## config.mk

```make
export PLATFORM = sky130hd
export DESIGN_NAME = phybc_basic_control
export DESIGN_NICKNAME = d
export VERILOG_FILES = /design/src/phybc_pkg.sv /design/src/phybc_mgmt_if.sv /design/src/phybc_event_bit.sv /design/src/phybc_mdio_serial.sv /design/src/phybc_basic_control.sv
export SDC_FILE = /design/constraint.sdc
export NUM_CORES = 1
export LEC_CHECK = 0
export BUFFER_PORTS_ARGS = -buffer_cell sky130_fd_sc_hd__buf_2
export CORE_ASPECT_RATIO = 1.5
export CORE_MARGIN = 5
export CORE_UTILIZATION = 56
export CTS_CLUSTER_SIZE = 24
export DETAILED_ROUTE_END_ITERATION = 8
export PLACE_DENSITY_LB_ADDON = 0.12
export RECOVER_POWER = 100
export SLEW_MARGIN = 10
export SYNTH_ARGS = -nofsm -noshare
export SYNTH_HDL_FRONTEND = slang
export SYNTH_HIERARCHICAL = 1
export SYNTH_SLANG_ARGS = --single-unit
```

## constraint.sdc

```tcl
create_clock -name CORE_CLK -period 2.77 [get_ports CORE_CLK]
set_clock_uncertainty 0.15 [all_clocks]
set_input_delay 0.554 -clock CORE_CLK [delete_from_list [all_inputs] [get_ports CORE_CLK]]
set_output_delay 0.554 -clock CORE_CLK [all_outputs]
set_load 0.01 [all_outputs]
```

## src/phybc_pkg.sv

```systemverilog
`default_nettype none

package phybc_pkg;

  // Timing of the software reset pulse
  localparam int CLK_PERIOD_NS = 100;
  localparam int SWRST_TIME_NS = 1000;
  localparam int SWRST_CYCLES  = (SWRST_TIME_NS + CLK_PERIOD_NS - 1) / CLK_PERIOD_NS;
  localparam logic [3:0] SWRST_CNT_LOAD = 4'(SWRST_CYCLES);

  // Management register addresses
  localparam logic [4:0] BMC_ADDR = 5'h00;
  localparam logic [4:0] EVT_ADDR = 5'h11;

  // Basic mode control bit positions
  localparam int BMC_RESET_BIT    = 15;
  localparam int BMC_LOOPBACK_BIT = 14;
  localparam int BMC_SPEED_BIT    = 13;
  localparam int BMC_AN_EN_BIT    = 12;
  localparam int BMC_PWDN_BIT     = 11;
  localparam int BMC_ISOLATE_BIT  = 10;
  localparam int BMC_AN_RST_BIT   = 9;
  localparam int BMC_DUPLEX_BIT   = 8;
  localparam int BMC_COLL_BIT     = 7;

  // Values after reset
  localparam logic RST_LOOPBACK = 1'b0;
  localparam logic RST_SPEED    = 1'b1;
  localparam logic RST_AN_EN    = 1'b1;
  localparam logic RST_PWDN     = 1'b0;
  localparam logic RST_ISOLATE  = 1'b0;
  localparam logic RST_DUPLEX   = 1'b1;
  localparam logic RST_COLL     = 1'b0;
  localparam logic [6:0] BMC_RESERVED_VAL = 7'h00;

  // Event status layout; upper field is hardwired, value arbitrary
  localparam int EVT_RX_ERR_BIT  = 0;
  localparam int EVT_LINK_BIT    = 1;
  localparam int EVT_FCAR_BIT    = 2;
  localparam int EVT_ENERGY_BIT  = 3;
  localparam int EVT_COUNT       = 4;
  localparam logic [3:0] EVT_FIXED_FIELD = 4'h5;

  // Serial management frame
  localparam logic [5:0] PREAMBLE_ONES = 6'h20;
  localparam logic [1:0] OP_READ       = 2'h2;
  localparam logic [1:0] OP_WRITE      = 2'h1;
  localparam logic [4:0] HDR_LAST      = 5'h0C;
  localparam logic [4:0] DATA_LAST     = 5'h0F;

  // Kinds of status bit
  typedef enum logic [1:0] {
    EVK_LATCH_HIGH,
    EVK_LATCH_LOW,
    EVK_CLEAR_ON_READ,
    EVK_SELF_CLEAR
  } phybc_evk_e;

endpackage : phybc_pkg

`default_nettype wire

```

## src/phybc_mgmt_if.sv

```systemverilog
`timescale 1ns/100ps
`default_nettype none

interface phybc_mgmt_if;
  logic        rd_stb;
  logic        wr_stb;
  logic [4:0]  reg_addr;
  logic [15:0] wr_data;
  logic [15:0] rd_data;
  logic [4:0]  phy_addr;

  modport serial (output rd_stb, output wr_stb, output reg_addr, output wr_data,
                  input rd_data, input phy_addr);
  modport core   (input rd_stb, input wr_stb, input reg_addr, input wr_data,
                  output rd_data, output phy_addr);
endinterface : phybc_mgmt_if

`default_nettype wire

```

## src/phybc_event_bit.sv

```systemverilog
`timescale 1ns/100ps
`default_nettype none

module phybc_event_bit #(
  parameter phybc_pkg::phybc_evk_e KIND = phybc_pkg::EVK_LATCH_HIGH
) (
  input  wire logic clk,
  input  wire logic rst,
  input  wire logic event_in,
  input  wire logic read_clr,
  output logic      bit_q
);

  // Event beats the read-clear in the same cycle so nothing is lost
  always_ff @(posedge clk) begin
    if (rst) begin
      bit_q <= (KIND == phybc_pkg::EVK_LATCH_LOW);
    end else begin
      unique case (KIND)
        phybc_pkg::EVK_LATCH_HIGH,
        phybc_pkg::EVK_CLEAR_ON_READ: begin
          if (event_in) begin
            bit_q <= 1'b1;
          end else if (read_clr) begin
            bit_q <= 1'b0;
          end
        end
        phybc_pkg::EVK_LATCH_LOW: begin
          if (!event_in) begin
            bit_q <= 1'b0;
          end else if (read_clr) begin
            bit_q <= 1'b1;
          end
        end
        phybc_pkg::EVK_SELF_CLEAR: begin
          bit_q <= event_in;
        end
      endcase
    end
  end

endmodule : phybc_event_bit

`default_nettype wire

```

## src/phybc_mdio_serial.sv

```systemverilog
`timescale 1ns/100ps
`default_nettype none

module phybc_mdio_serial (
  input  wire logic          clk,
  input  wire logic          rst,
  input  wire logic          mdc,
  input  wire logic          mdio_in,
  output logic               mdio_out,
  output logic               mdio_oe,
  phybc_mgmt_if.serial       mg
);

  typedef enum logic [1:0] {ST_PRE, ST_HDR, ST_TA, ST_DATA} phybc_ser_e;

  phybc_ser_e  state_q;
  logic        mdc_q;
  logic [5:0]  pre_cnt_q;
  logic [4:0]  cnt_q;
  logic [15:0] sh_q;
  logic        rd_q;
  logic        wr_q;
  logic        rise;
  logic [12:0] hdr;
  logic        hdr_ok;

  // MDC is sampled as an ordinary synchronous input
  always_ff @(posedge clk) begin
    if (rst) begin
      mdc_q <= 1'b0;
    end else begin
      mdc_q <= mdc;
    end
  end

  assign rise   = mdc & ~mdc_q;
  assign hdr    = {sh_q[11:0], mdio_in};
  assign hdr_ok = hdr[12] && (hdr[9:5] == mg.phy_addr);

  // Frame engine; preamble suppression is not supported
  always_ff @(posedge clk) begin
    if (rst) begin
      state_q     <= ST_PRE;
      pre_cnt_q   <= 6'h00;
      cnt_q       <= 5'h00;
      sh_q        <= 16'h0000;
      rd_q        <= 1'b0;
      wr_q        <= 1'b0;
      mdio_out    <= 1'b0;
      mdio_oe     <= 1'b0;
      mg.rd_stb   <= 1'b0;
      mg.wr_stb   <= 1'b0;
      mg.reg_addr <= 5'h00;
      mg.wr_data  <= 16'h0000;
    end else begin
      mg.rd_stb <= 1'b0;
      mg.wr_stb <= 1'b0;
      if (rise) begin
        unique case (state_q)
          ST_PRE: begin
            if (mdio_in) begin
              if (pre_cnt_q != phybc_pkg::PREAMBLE_ONES) begin
                pre_cnt_q <= pre_cnt_q + 6'h01;
              end
            end else begin
              pre_cnt_q <= 6'h00;
              if (pre_cnt_q == phybc_pkg::PREAMBLE_ONES) begin
                state_q <= ST_HDR;
                cnt_q   <= 5'h00;
              end
            end
          end
          ST_HDR: begin
            sh_q  <= {sh_q[14:0], mdio_in};
            cnt_q <= cnt_q + 5'h01;
            if (cnt_q == phybc_pkg::HDR_LAST) begin
              mg.reg_addr <= hdr[4:0];
              rd_q        <= hdr_ok && (hdr[11:10] == phybc_pkg::OP_READ);
              wr_q        <= hdr_ok && (hdr[11:10] == phybc_pkg::OP_WRITE);
              mg.rd_stb   <= hdr_ok && (hdr[11:10] == phybc_pkg::OP_READ);
              state_q     <= ST_TA;
              cnt_q       <= 5'h00;
            end
          end
          ST_TA: begin
            cnt_q <= cnt_q + 5'h01;
            if (cnt_q == 5'h00) begin
              mdio_oe  <= rd_q;    // Second turnaround bit driven low
              mdio_out <= 1'b0;
            end else begin
              mdio_out <= rd_q & mg.rd_data[15];
              sh_q     <= {mg.rd_data[14:0], 1'b0};
              state_q  <= ST_DATA;
              cnt_q    <= 5'h00;
            end
          end
          ST_DATA: begin
            cnt_q <= cnt_q + 5'h01;
            sh_q  <= {sh_q[14:0], mdio_in};
            if (rd_q) begin
              mdio_out <= sh_q[15];
            end
            if (cnt_q == phybc_pkg::DATA_LAST) begin
              mdio_oe    <= 1'b0;
              mdio_out   <= 1'b0;
              mg.wr_stb  <= wr_q;
              mg.wr_data <= {sh_q[14:0], mdio_in};
              rd_q       <= 1'b0;
              wr_q       <= 1'b0;
              state_q    <= ST_PRE;
            end
          end
        endcase
      end
    end
  end

endmodule : phybc_mdio_serial

`default_nettype wire

```

## src/phybc_basic_control.sv

```systemverilog
`timescale 1ns/100ps
`default_nettype none

module phybc_basic_control (
  input  wire logic       CORE_CLK,
  input  wire logic       RST,
  input  wire logic       MDC,
  input  wire logic       MDIO_IN,
  output logic            MDIO_OUT,
  output logic            MDIO_OE,
  input  wire logic [4:0] PHY_ADDR_STRAP,
  input  wire logic       DUPLEX_STRAP,
  input  wire logic       INTERRUPT_POWERDOWN_PIN_N,
  input  wire logic       AN_STARTED,
  input  wire logic       AN_RESULT_100,
  input  wire logic       AN_RESULT_FULL,
  input  wire logic       RX_ERROR,
  input  wire logic       LINK_OK,
  input  wire logic       FALSE_CARRIER,
  input  wire logic       ENERGY_DETECT,
  input  wire logic [3:0] MII_TXD,
  input  wire logic       MII_TX_EN,
  input  wire logic [3:0] LINE_RXD,
  input  wire logic       LINE_RX_DV,
  output logic      [3:0] MII_RXD,
  output logic            MII_RX_DV,
  output logic            MII_OE,
  output logic            SOFT_RESET,
  output logic            LOOPBACK,
  output logic            SPEED_100,
  output logic            FULL_DUPLEX,
  output logic            AN_ENABLE,
  output logic            AN_RESTART,
  output logic            POWER_DOWN,
  output logic            ISOLATE,
  output logic            COLLISION_TEST
);

  ////////////////////////////////////////////////////////////////////////////
  // Declarations

  phybc_mgmt_if mg ();

  logic        swrst_q;
  logic [3:0]  swrst_cnt_q;
  logic        swrst_done;
  logic        strap_load_q;
  logic        ctl_rst;
  logic        wr_ctl;
  logic        rd_evt;
  logic [15:0] wd;
  logic        loop_q;
  logic        speed_q;
  logic        an_en_q;
  logic        pwdn_q;
  logic        iso_q;
  logic        an_rst_q;
  logic        duplex_q;
  logic        coll_q;
  logic [4:0]  phy_addr_q;
  logic [15:0] rd_data_q;
  logic [phybc_pkg::EVT_COUNT-1:0] evt_in;
  logic [phybc_pkg::EVT_COUNT-1:0] evt_q;

  localparam phybc_pkg::phybc_evk_e EVT_KIND [phybc_pkg::EVT_COUNT] = '{
    phybc_pkg::EVK_LATCH_HIGH, phybc_pkg::EVK_LATCH_LOW,
    phybc_pkg::EVK_CLEAR_ON_READ, phybc_pkg::EVK_SELF_CLEAR};

  // Register image seen by a management read
  function automatic logic [15:0] read_word(input logic [4:0] addr,
                                            input logic [15:0] bmc,
                                            input logic [3:0] evt);
    logic [15:0] w;
    w = 16'h0000;
    if (addr == phybc_pkg::BMC_ADDR) begin
      w = bmc;
    end else if (addr == phybc_pkg::EVT_ADDR) begin
      w = {phybc_pkg::EVT_FIXED_FIELD, 8'h00, evt};
    end
    return w;
  endfunction : read_word

  ////////////////////////////////////////////////////////////////////////////
  // Serial management engine

  phybc_mdio_serial u_serial (
    .clk      (CORE_CLK),
    .rst      (RST),
    .mdc      (MDC),
    .mdio_in  (MDIO_IN),
    .mdio_out (MDIO_OUT),
    .mdio_oe  (MDIO_OE),
    .mg       (mg.serial)
  );

  assign wd          = mg.wr_data;
  assign wr_ctl      = mg.wr_stb && (mg.reg_addr == phybc_pkg::BMC_ADDR) && !swrst_q;
  assign rd_evt      = mg.rd_stb && (mg.reg_addr == phybc_pkg::EVT_ADDR);
  assign mg.rd_data  = rd_data_q;
  assign mg.phy_addr = phy_addr_q;

  // Capture on the strobe edge so a clear-on-read sees the old value first
  always_ff @(posedge CORE_CLK) begin
    if (RST) begin
      rd_data_q <= 16'h0000;
    end else if (mg.rd_stb) begin
      rd_data_q <= read_word(mg.reg_addr,
                             {swrst_q, loop_q, speed_q, an_en_q, pwdn_q, iso_q,
                              an_rst_q, duplex_q, coll_q, phybc_pkg::BMC_RESERVED_VAL},
                             evt_q);
    end
  end

  ////////////////////////////////////////////////////////////////////////////
  // Software reset and strap loading

  assign swrst_done = swrst_q && (swrst_cnt_q == 4'h1);
  assign ctl_rst    = RST || swrst_q;

  // Bit 15 reads one for the whole reset, then clears itself
  always_ff @(posedge CORE_CLK) begin
    if (RST) begin
      swrst_q     <= 1'b0;
      swrst_cnt_q <= 4'h0;
    end else if (wr_ctl && wd[phybc_pkg::BMC_RESET_BIT]) begin
      swrst_q     <= 1'b1;
      swrst_cnt_q <= phybc_pkg::SWRST_CNT_LOAD;
    end else if (swrst_q) begin
      swrst_cnt_q <= swrst_cnt_q - 4'h1;
      swrst_q     <= !swrst_done;
    end
  end

  // Straps sampled one edge after either reset ends, never under reset
  always_ff @(posedge CORE_CLK) begin
    if (RST) begin
      strap_load_q <= 1'b1;
    end else begin
      strap_load_q <= swrst_done;
    end
  end

  always_ff @(posedge CORE_CLK) begin
    if (RST) begin
      duplex_q   <= phybc_pkg::RST_DUPLEX;
      phy_addr_q <= 5'h00;
    end else if (strap_load_q) begin
      duplex_q   <= DUPLEX_STRAP;
      phy_addr_q <= PHY_ADDR_STRAP;
    end else if (wr_ctl) begin
      duplex_q   <= wd[phybc_pkg::BMC_DUPLEX_BIT];
    end
  end

  ////////////////////////////////////////////////////////////////////////////
  // Control fields; a reset write ignores the rest of its word, except duplex bit 8, which the strap block loads

  always_ff @(posedge CORE_CLK) begin
    if (ctl_rst || (wr_ctl && wd[phybc_pkg::BMC_RESET_BIT])) begin
      loop_q  <= phybc_pkg::RST_LOOPBACK;
      speed_q <= phybc_pkg::RST_SPEED;
      an_en_q <= phybc_pkg::RST_AN_EN;
      iso_q   <= phybc_pkg::RST_ISOLATE;
      coll_q  <= phybc_pkg::RST_COLL;
    end else if (wr_ctl && !wd[phybc_pkg::BMC_RESET_BIT]) begin
      loop_q  <= wd[phybc_pkg::BMC_LOOPBACK_BIT];
      speed_q <= wd[phybc_pkg::BMC_SPEED_BIT];
      an_en_q <= wd[phybc_pkg::BMC_AN_EN_BIT];
      iso_q   <= wd[phybc_pkg::BMC_ISOLATE_BIT];
      coll_q  <= wd[phybc_pkg::BMC_COLL_BIT];
    end
  end

  // Pin low forces the bit; the pin wins over a write of zero
  always_ff @(posedge CORE_CLK) begin
    if (ctl_rst) begin
      pwdn_q <= phybc_pkg::RST_PWDN;
    end else if (!INTERRUPT_POWERDOWN_PIN_N) begin
      pwdn_q <= 1'b1;
    end else if (wr_ctl && !wd[phybc_pkg::BMC_RESET_BIT]) begin
      pwdn_q <= wd[phybc_pkg::BMC_PWDN_BIT];
    end
  end

  // Restart uses the enable of the same word; writing zero is ignored
  always_ff @(posedge CORE_CLK) begin
    if (ctl_rst) begin
      an_rst_q <= 1'b0;
    end else if (wr_ctl && wd[phybc_pkg::BMC_AN_RST_BIT] && wd[phybc_pkg::BMC_AN_EN_BIT]
                 && !wd[phybc_pkg::BMC_RESET_BIT]) begin
      an_rst_q <= 1'b1;
    end else if (AN_STARTED) begin
      an_rst_q <= 1'b0;
    end
  end

  ////////////////////////////////////////////////////////////////////////////
  // Event status bits

  assign evt_in = {ENERGY_DETECT, FALSE_CARRIER, LINK_OK, RX_ERROR};

  for (genvar i = 0; i < phybc_pkg::EVT_COUNT; i++) begin : g_evt
    phybc_event_bit #(
      .KIND (EVT_KIND[i])
    ) u_bit (
      .clk      (CORE_CLK),
      .rst      (ctl_rst),
      .event_in (evt_in[i]),
      .read_clr (rd_evt),
      .bit_q    (evt_q[i])
    );
  end

  ////////////////////////////////////////////////////////////////////////////
  // Effective mode outputs, registered for clean levels

  always_ff @(posedge CORE_CLK) begin
    if (RST) begin
      SOFT_RESET     <= 1'b0;
      LOOPBACK       <= phybc_pkg::RST_LOOPBACK;
      SPEED_100      <= phybc_pkg::RST_SPEED;
      FULL_DUPLEX    <= phybc_pkg::RST_DUPLEX;
      AN_ENABLE      <= phybc_pkg::RST_AN_EN;
      AN_RESTART     <= 1'b0;
      POWER_DOWN     <= 1'b0;
      ISOLATE        <= phybc_pkg::RST_ISOLATE;
      COLLISION_TEST <= phybc_pkg::RST_COLL;
    end else begin
      SOFT_RESET     <= swrst_q;
      LOOPBACK       <= loop_q;
      SPEED_100      <= an_en_q ? AN_RESULT_100  : speed_q;
      FULL_DUPLEX    <= an_en_q ? AN_RESULT_FULL : duplex_q;
      AN_ENABLE      <= an_en_q;
      AN_RESTART     <= an_rst_q;
      POWER_DOWN     <= pwdn_q || !INTERRUPT_POWERDOWN_PIN_N;
      ISOLATE        <= iso_q;
      COLLISION_TEST <= coll_q;
    end
  end

  ////////////////////////////////////////////////////////////////////////////
  // MII receive path; isolation releases the MAC-side outputs

  // Plain reset only: mode bits reset themselves, so path and flags stay in step
  always_ff @(posedge CORE_CLK) begin
    if (RST) begin
      MII_RXD   <= 4'h0;
      MII_RX_DV <= 1'b0;
      MII_OE    <= 1'b1;
    end else begin
      MII_OE <= !iso_q;
      if (iso_q) begin
        MII_RXD   <= 4'h0;
        MII_RX_DV <= 1'b0;
      end else if (loop_q) begin
        MII_RXD   <= MII_TXD;
        MII_RX_DV <= MII_TX_EN;
      end else begin
        MII_RXD   <= LINE_RXD;
        MII_RX_DV <= LINE_RX_DV;
      end
    end
  end

endmodule : phybc_basic_control

`default_nettype wire

```

Word level (Yosys, flattened, before mapping):

Index checks and enable logic that the tools add are counted.
Widths: inputs -> output; s select.

* logic and storage cells: 168
* register bits after elaboration: 111
* output and inout port bits: 17
* input port bits: 28

* bitwise logic cells: 8
* equality and inequality tests: 22
* add/sub/neg operators: 3
* multiplexer cells: 47
* reduce and logical (&&, ||, !) cells: 45

Operators with widths (number)
* $mux 16: 2
* $pmux 16 s2: 1
* $mux 1: 23
* $mux 5: 4
* $pmux 5 s4: 1
* $reduce_and 3->1: 6
* $reduce_bool 2->1: 8
* $mux 15: 1
* $ne 2x1->1 const B: 7
* $logic_and 1x1->1: 12
* $mux 4: 3
* $mux 6: 2
* $eq 5x4->1 const B: 2
* $logic_not 5->1: 2
* $mux 2: 5
* $pmux 1 s2: 4
* $pmux 2 s4: 1
* $reduce_and 4->1: 2
* $reduce_or 4->1: 2
* $add 6x1->6 const B: 1
* $eq 2x2->1 const B: 3
* $eq 6x6->1 const B: 1
* $ne 6x6->1 const B: 1
* $not 1->1: 6
* 14 further kinds: 25

Longest topological paths before layout:

* depth in word-level cells: 7
* gate-level depth with buffers: 8
* mapped depth without buffers: 7

Hierarchy:

The synthesis kept the hierarchy.

Modules (own cells, without submodules)
* phybc_mdio_serial: cells each 336, seq. area each 1141.1 um^2, area an instance 2793.9 um^2, instances 1
* phybc_basic_control: cells each 189, seq. area each 940.9 um^2, area an instance 1903.1 um^2, instances 1
* phybc_event_bit (g_evt[0].u_bit ...): cells each 4, seq. area each 20.0 um^2, area an instance 38.8 um^2, instances 2
* phybc_event_bit (g_evt[3].u_bit): cells each 2, seq. area each 20.0 um^2, area an instance 33.8 um^2, instances 1
* phybc_event_bit (g_evt[1].u_bit): cells each 3, seq. area each 20.0 um^2, area an instance 31.3 um^2, instances 1

Least setup slack after synthesis:

No wires, ideal clock.

* path type: reg-to-reg
* start point: register u_serial.cnt_q[0]
* end point: register u_serial.mg.wr_data[10]
* data arrival time: 1.605 ns
* data required time: 2.550 ns
* path buffers: 1
* path slack: 0.944 ns
* setup time: 0.070 ns
* period minus slack after synthesis: 1.826 ns
* cell stages (with the launch flop): 8
* cell sequence: dfxtp_1 -> ha_1 -> and3_1 -> ha_1 -> nand3_1 -> clkbuf_1 -> nand2_1 -> a21oi_1

* longest elaborated chain between the ends: 2

Ends and longest elaborated chain
* start: declaration: RTL line phybc_mdio_serial.sv:19 `logic [4:0] cnt_q;`
* start signal: assignment: RTL line phybc_mdio_serial.sv:75 `cnt_q <= cnt_q + 5'h01;`
* start signal: assignment: RTL line phybc_mdio_serial.sv:86 `cnt_q <= cnt_q + 5'h01;`
* start signal: assignment: RTL line phybc_mdio_serial.sv:98 `cnt_q <= cnt_q + 5'h01;`
* $eq 5x4->1: RTL line phybc_mdio_serial.sv:103 `if (cnt_q == phybc_pkg::DATA_LAST) begin`
* $reduce_and 3->1 (no line)
* end signal: assignment: RTL line phybc_mdio_serial.sv:107 `mg.wr_data <= {sh_q[14:0], mdio_in};`
* end: declaration: RTL line phybc_mgmt_if.sv:12 `modport serial (output rd_stb, output wr_stb, output reg_addr, output wr_data,`

Every way passes these cells.
A chain may end at the register's enable or synchronous reset.

Final worst setup path:

* start point: input RST
* end point: register strap_load_q

RTL lines
* start: declaration: RTL line phybc_basic_control.sv:6 `input wire logic RST,`
* end signal: assignment: RTL line phybc_basic_control.sv:139 `strap_load_q <= swrst_done;`
* end: declaration: RTL line phybc_basic_control.sv:47 `logic strap_load_q;`

No word-level cell between the ends.

==> results.toml <==
[sta]
fin_crit_ns = 2.49
tightest_slew_ns = 1.72
max-slew-margin-rel_pct = -14.5
hold_viol = 0
fmax_mhz = 402
finalSetupTns_ns = 0
grt_setup_unrepaired = "no"
whs_ns = 0.279
slew_viol_final = 39
setup_viol = 0
post-route-period-util_pct = 89.8

[place]
io_buffers = 44
gp_congestion = 0.794
dp_hpwl_mm = 7.46
place_inst = 635

[clock_network]
cts_tree = "built"
cts_hold_buf = 0
cts.sinks = 101
clock_latency_ns = 0.34
clock_tree.root_cell = "clkbuf_16"
clk_pin_slew_worst_paths_ns = 0.06
cts_resized = 0
clock_tree.buffer_depth = 2
post_cts_buffers = 0
htree_levels = 3
cts_buffers = 9

[finish]
diodes = 0
fin_cells = 650
drive_gt1_share_pct = 11.7
final_nets = 581
syn2layout_area_growth_pct = 10.6

[die]
io_pins = 45
die_w_um = 84.1
dieArea_um2 = 10200
initial_core_util_pct = 57.6
core_area_um2 = 8010
num_rows = 40
die_h_um = 121

[min_path]
min_to = "SPEED_100"
min-delay-start = "AN_RESULT_100"
hold_depth = 2
hold_path.class = "in -> reg"

[pwr]
power.total_mw = 2.88
p_leak_nw = 1.78
ir_drop_mv = 0.452
p_per_area_nw_per_um2 = 564

[critical_path]
path_cells = "clkbuf_1, clkbuf_1, buf_4, o21bai_1"
cp_common_cell = "clkbuf_1"
cp-start-kind = "primary input"
cp-end-kind = "flop"
rr_worst_depth = 6
cp.depth = 4
required_ns = 2.88
worstSetupPathType = "in -> reg"
reg2reg_setup_slack_ns = 0.30
cp_num_buf_inv = 3
crit_arrival_ns = 2.60
r2r_start = "u_serial/state_q[1]"
reg2reg_to = "u_serial/cnt_q[2]"
worstPathMaxFanout = 38
crit_family = "buffers and inverters"
crit_path_top_delay_cell = "clkbuf_1"
max_stage_delay_ns = 1.26

[global_route]
grt_pass1_wl_mm = 17.3
grt_overflow_total = 0
grt_util_all_layers_pct = 20.7
grt_max_degree = 39
grt_antenna_before_repair = 0
grt_pass1_vias = 3656

[synth]
netlist_area_um2 = 4610
synth_area_per_cell_um2 = 9.04
synth.yosys.warnings = 6
syn_inst = 510

[routing]
vias = 3767
drt_iter0_drc = 159
antenna_left = 0
wl_per_cell_um = 15.8
drt_pre_antenna_iters = 4
routed_wl_mm = 10.3
drc = 0
vias_per_cell = 5.80

[run_status]
violations = "capacitance limit, slew limit"
status = "finished, violations left"

[run]
max_cap_violations = 1
## worst reg2reg max path, delay by kind of cell (launching register included)
family | cells | cell delay (ns)
AOI/OAI and AO/OA | 2 | 0.37
adders and majority gates | 1 | 0.62
buffers and inverters | 1 | 0.14
DFF | 1 | 0.34
and+or+nand+nor | 2 | 0.78
## metrics by stage
| stage | setup WS (ns) | utilization [%] | instance area, µm² |
|---|---|---|---|
| final | 0.284 | 63.7 | 5100 |
| after global routing | 0.111 | 63.7 | 5100 |
| after CTS | 0.359 | 64.6 | 5170 |
| after detailed placement | 0.384 | 60.7 | 4860 |
| after global placement | 0.543 | 60.7 | 4860 |
| after floorplan | 0.953 | - | 4620 |
## power by group
part / total, mW / internal (mW) / switching [mW]
combinational: 0.109 / 0.0445 / 0.0640
sequential: 1.48 / 1.47 / 0.0121
clock: 1.29 / 0.769 / 0.517
total: 2.88 / 2.29 / 0.594
## metal layers
| metal | vias up | part of all wire, % | track usage [%] |
|---|---|---|---|
| met5 | - | 0 | 0 |
| met4 | 0 | 2.1 | 9.26 |
| met3 | 16 | 3.6 | 3.33 |
| met2 | 76 | 53 | 38.2 |
| met1 | 1800 | 41 | 23.0 |
| li1 | 1875 | - | - |
## final cells by class
class | count | area, µm²
timing repair buffer | 53 | 250
fill | 721 | 2910
clock buffer | 12 | 267
clock inverter | 3 | 43.8
multi-input combinational | 356 | 2310
tap | 105 | 131
sequential | 101 | 2020
inverter | 20 | 75.1
## registers in the layout (all words and copies together) (netlist names), 2 cells and up
signal and cells:
u_serial/sh_q 16, mg.rd_data 13, u_serial/mg.wr_data 9, u_serial/pre_cnt_q 6
mg.phy_addr 5, u_serial/cnt_q 5, u_serial/mg.reg_addr 5, MII_RXD 4
g_evt.u_bit/bit_q 4, swrst_cnt_q 4, u_serial/state_q 2
## layout by cell type, fill, tap and decap left out, types with 20 or more instances in the layout
cell,instances
dfxtp_1,101
nand2_1,44
a21oi_1,43
nor2_1,36
buf_2,26
nand2b_1,23
clkbuf_1,22
o21ai_0,21
inv_1,20
## how the worst max path moves through the flow
stage	startpoint	endpoint	slack, ns
2_1_floorplan	u_serial/state_q[0]	u_serial/cnt_q[2]	0.95
3_3_place_gp	u_serial/state_q[1]	u_serial/cnt_q[3]	0.54
3_5_place_dp	u_serial/state_q[1]	u_serial/cnt_q[2]	0.38
4_1_cts	u_serial/state_q[1]	u_serial/cnt_q[2]	0.36
5_1_grt	RST	u_serial/sh_q[9]	0.11
6_report	RST	strap_load_q	0.28
(Power assumes the default switching activity.)
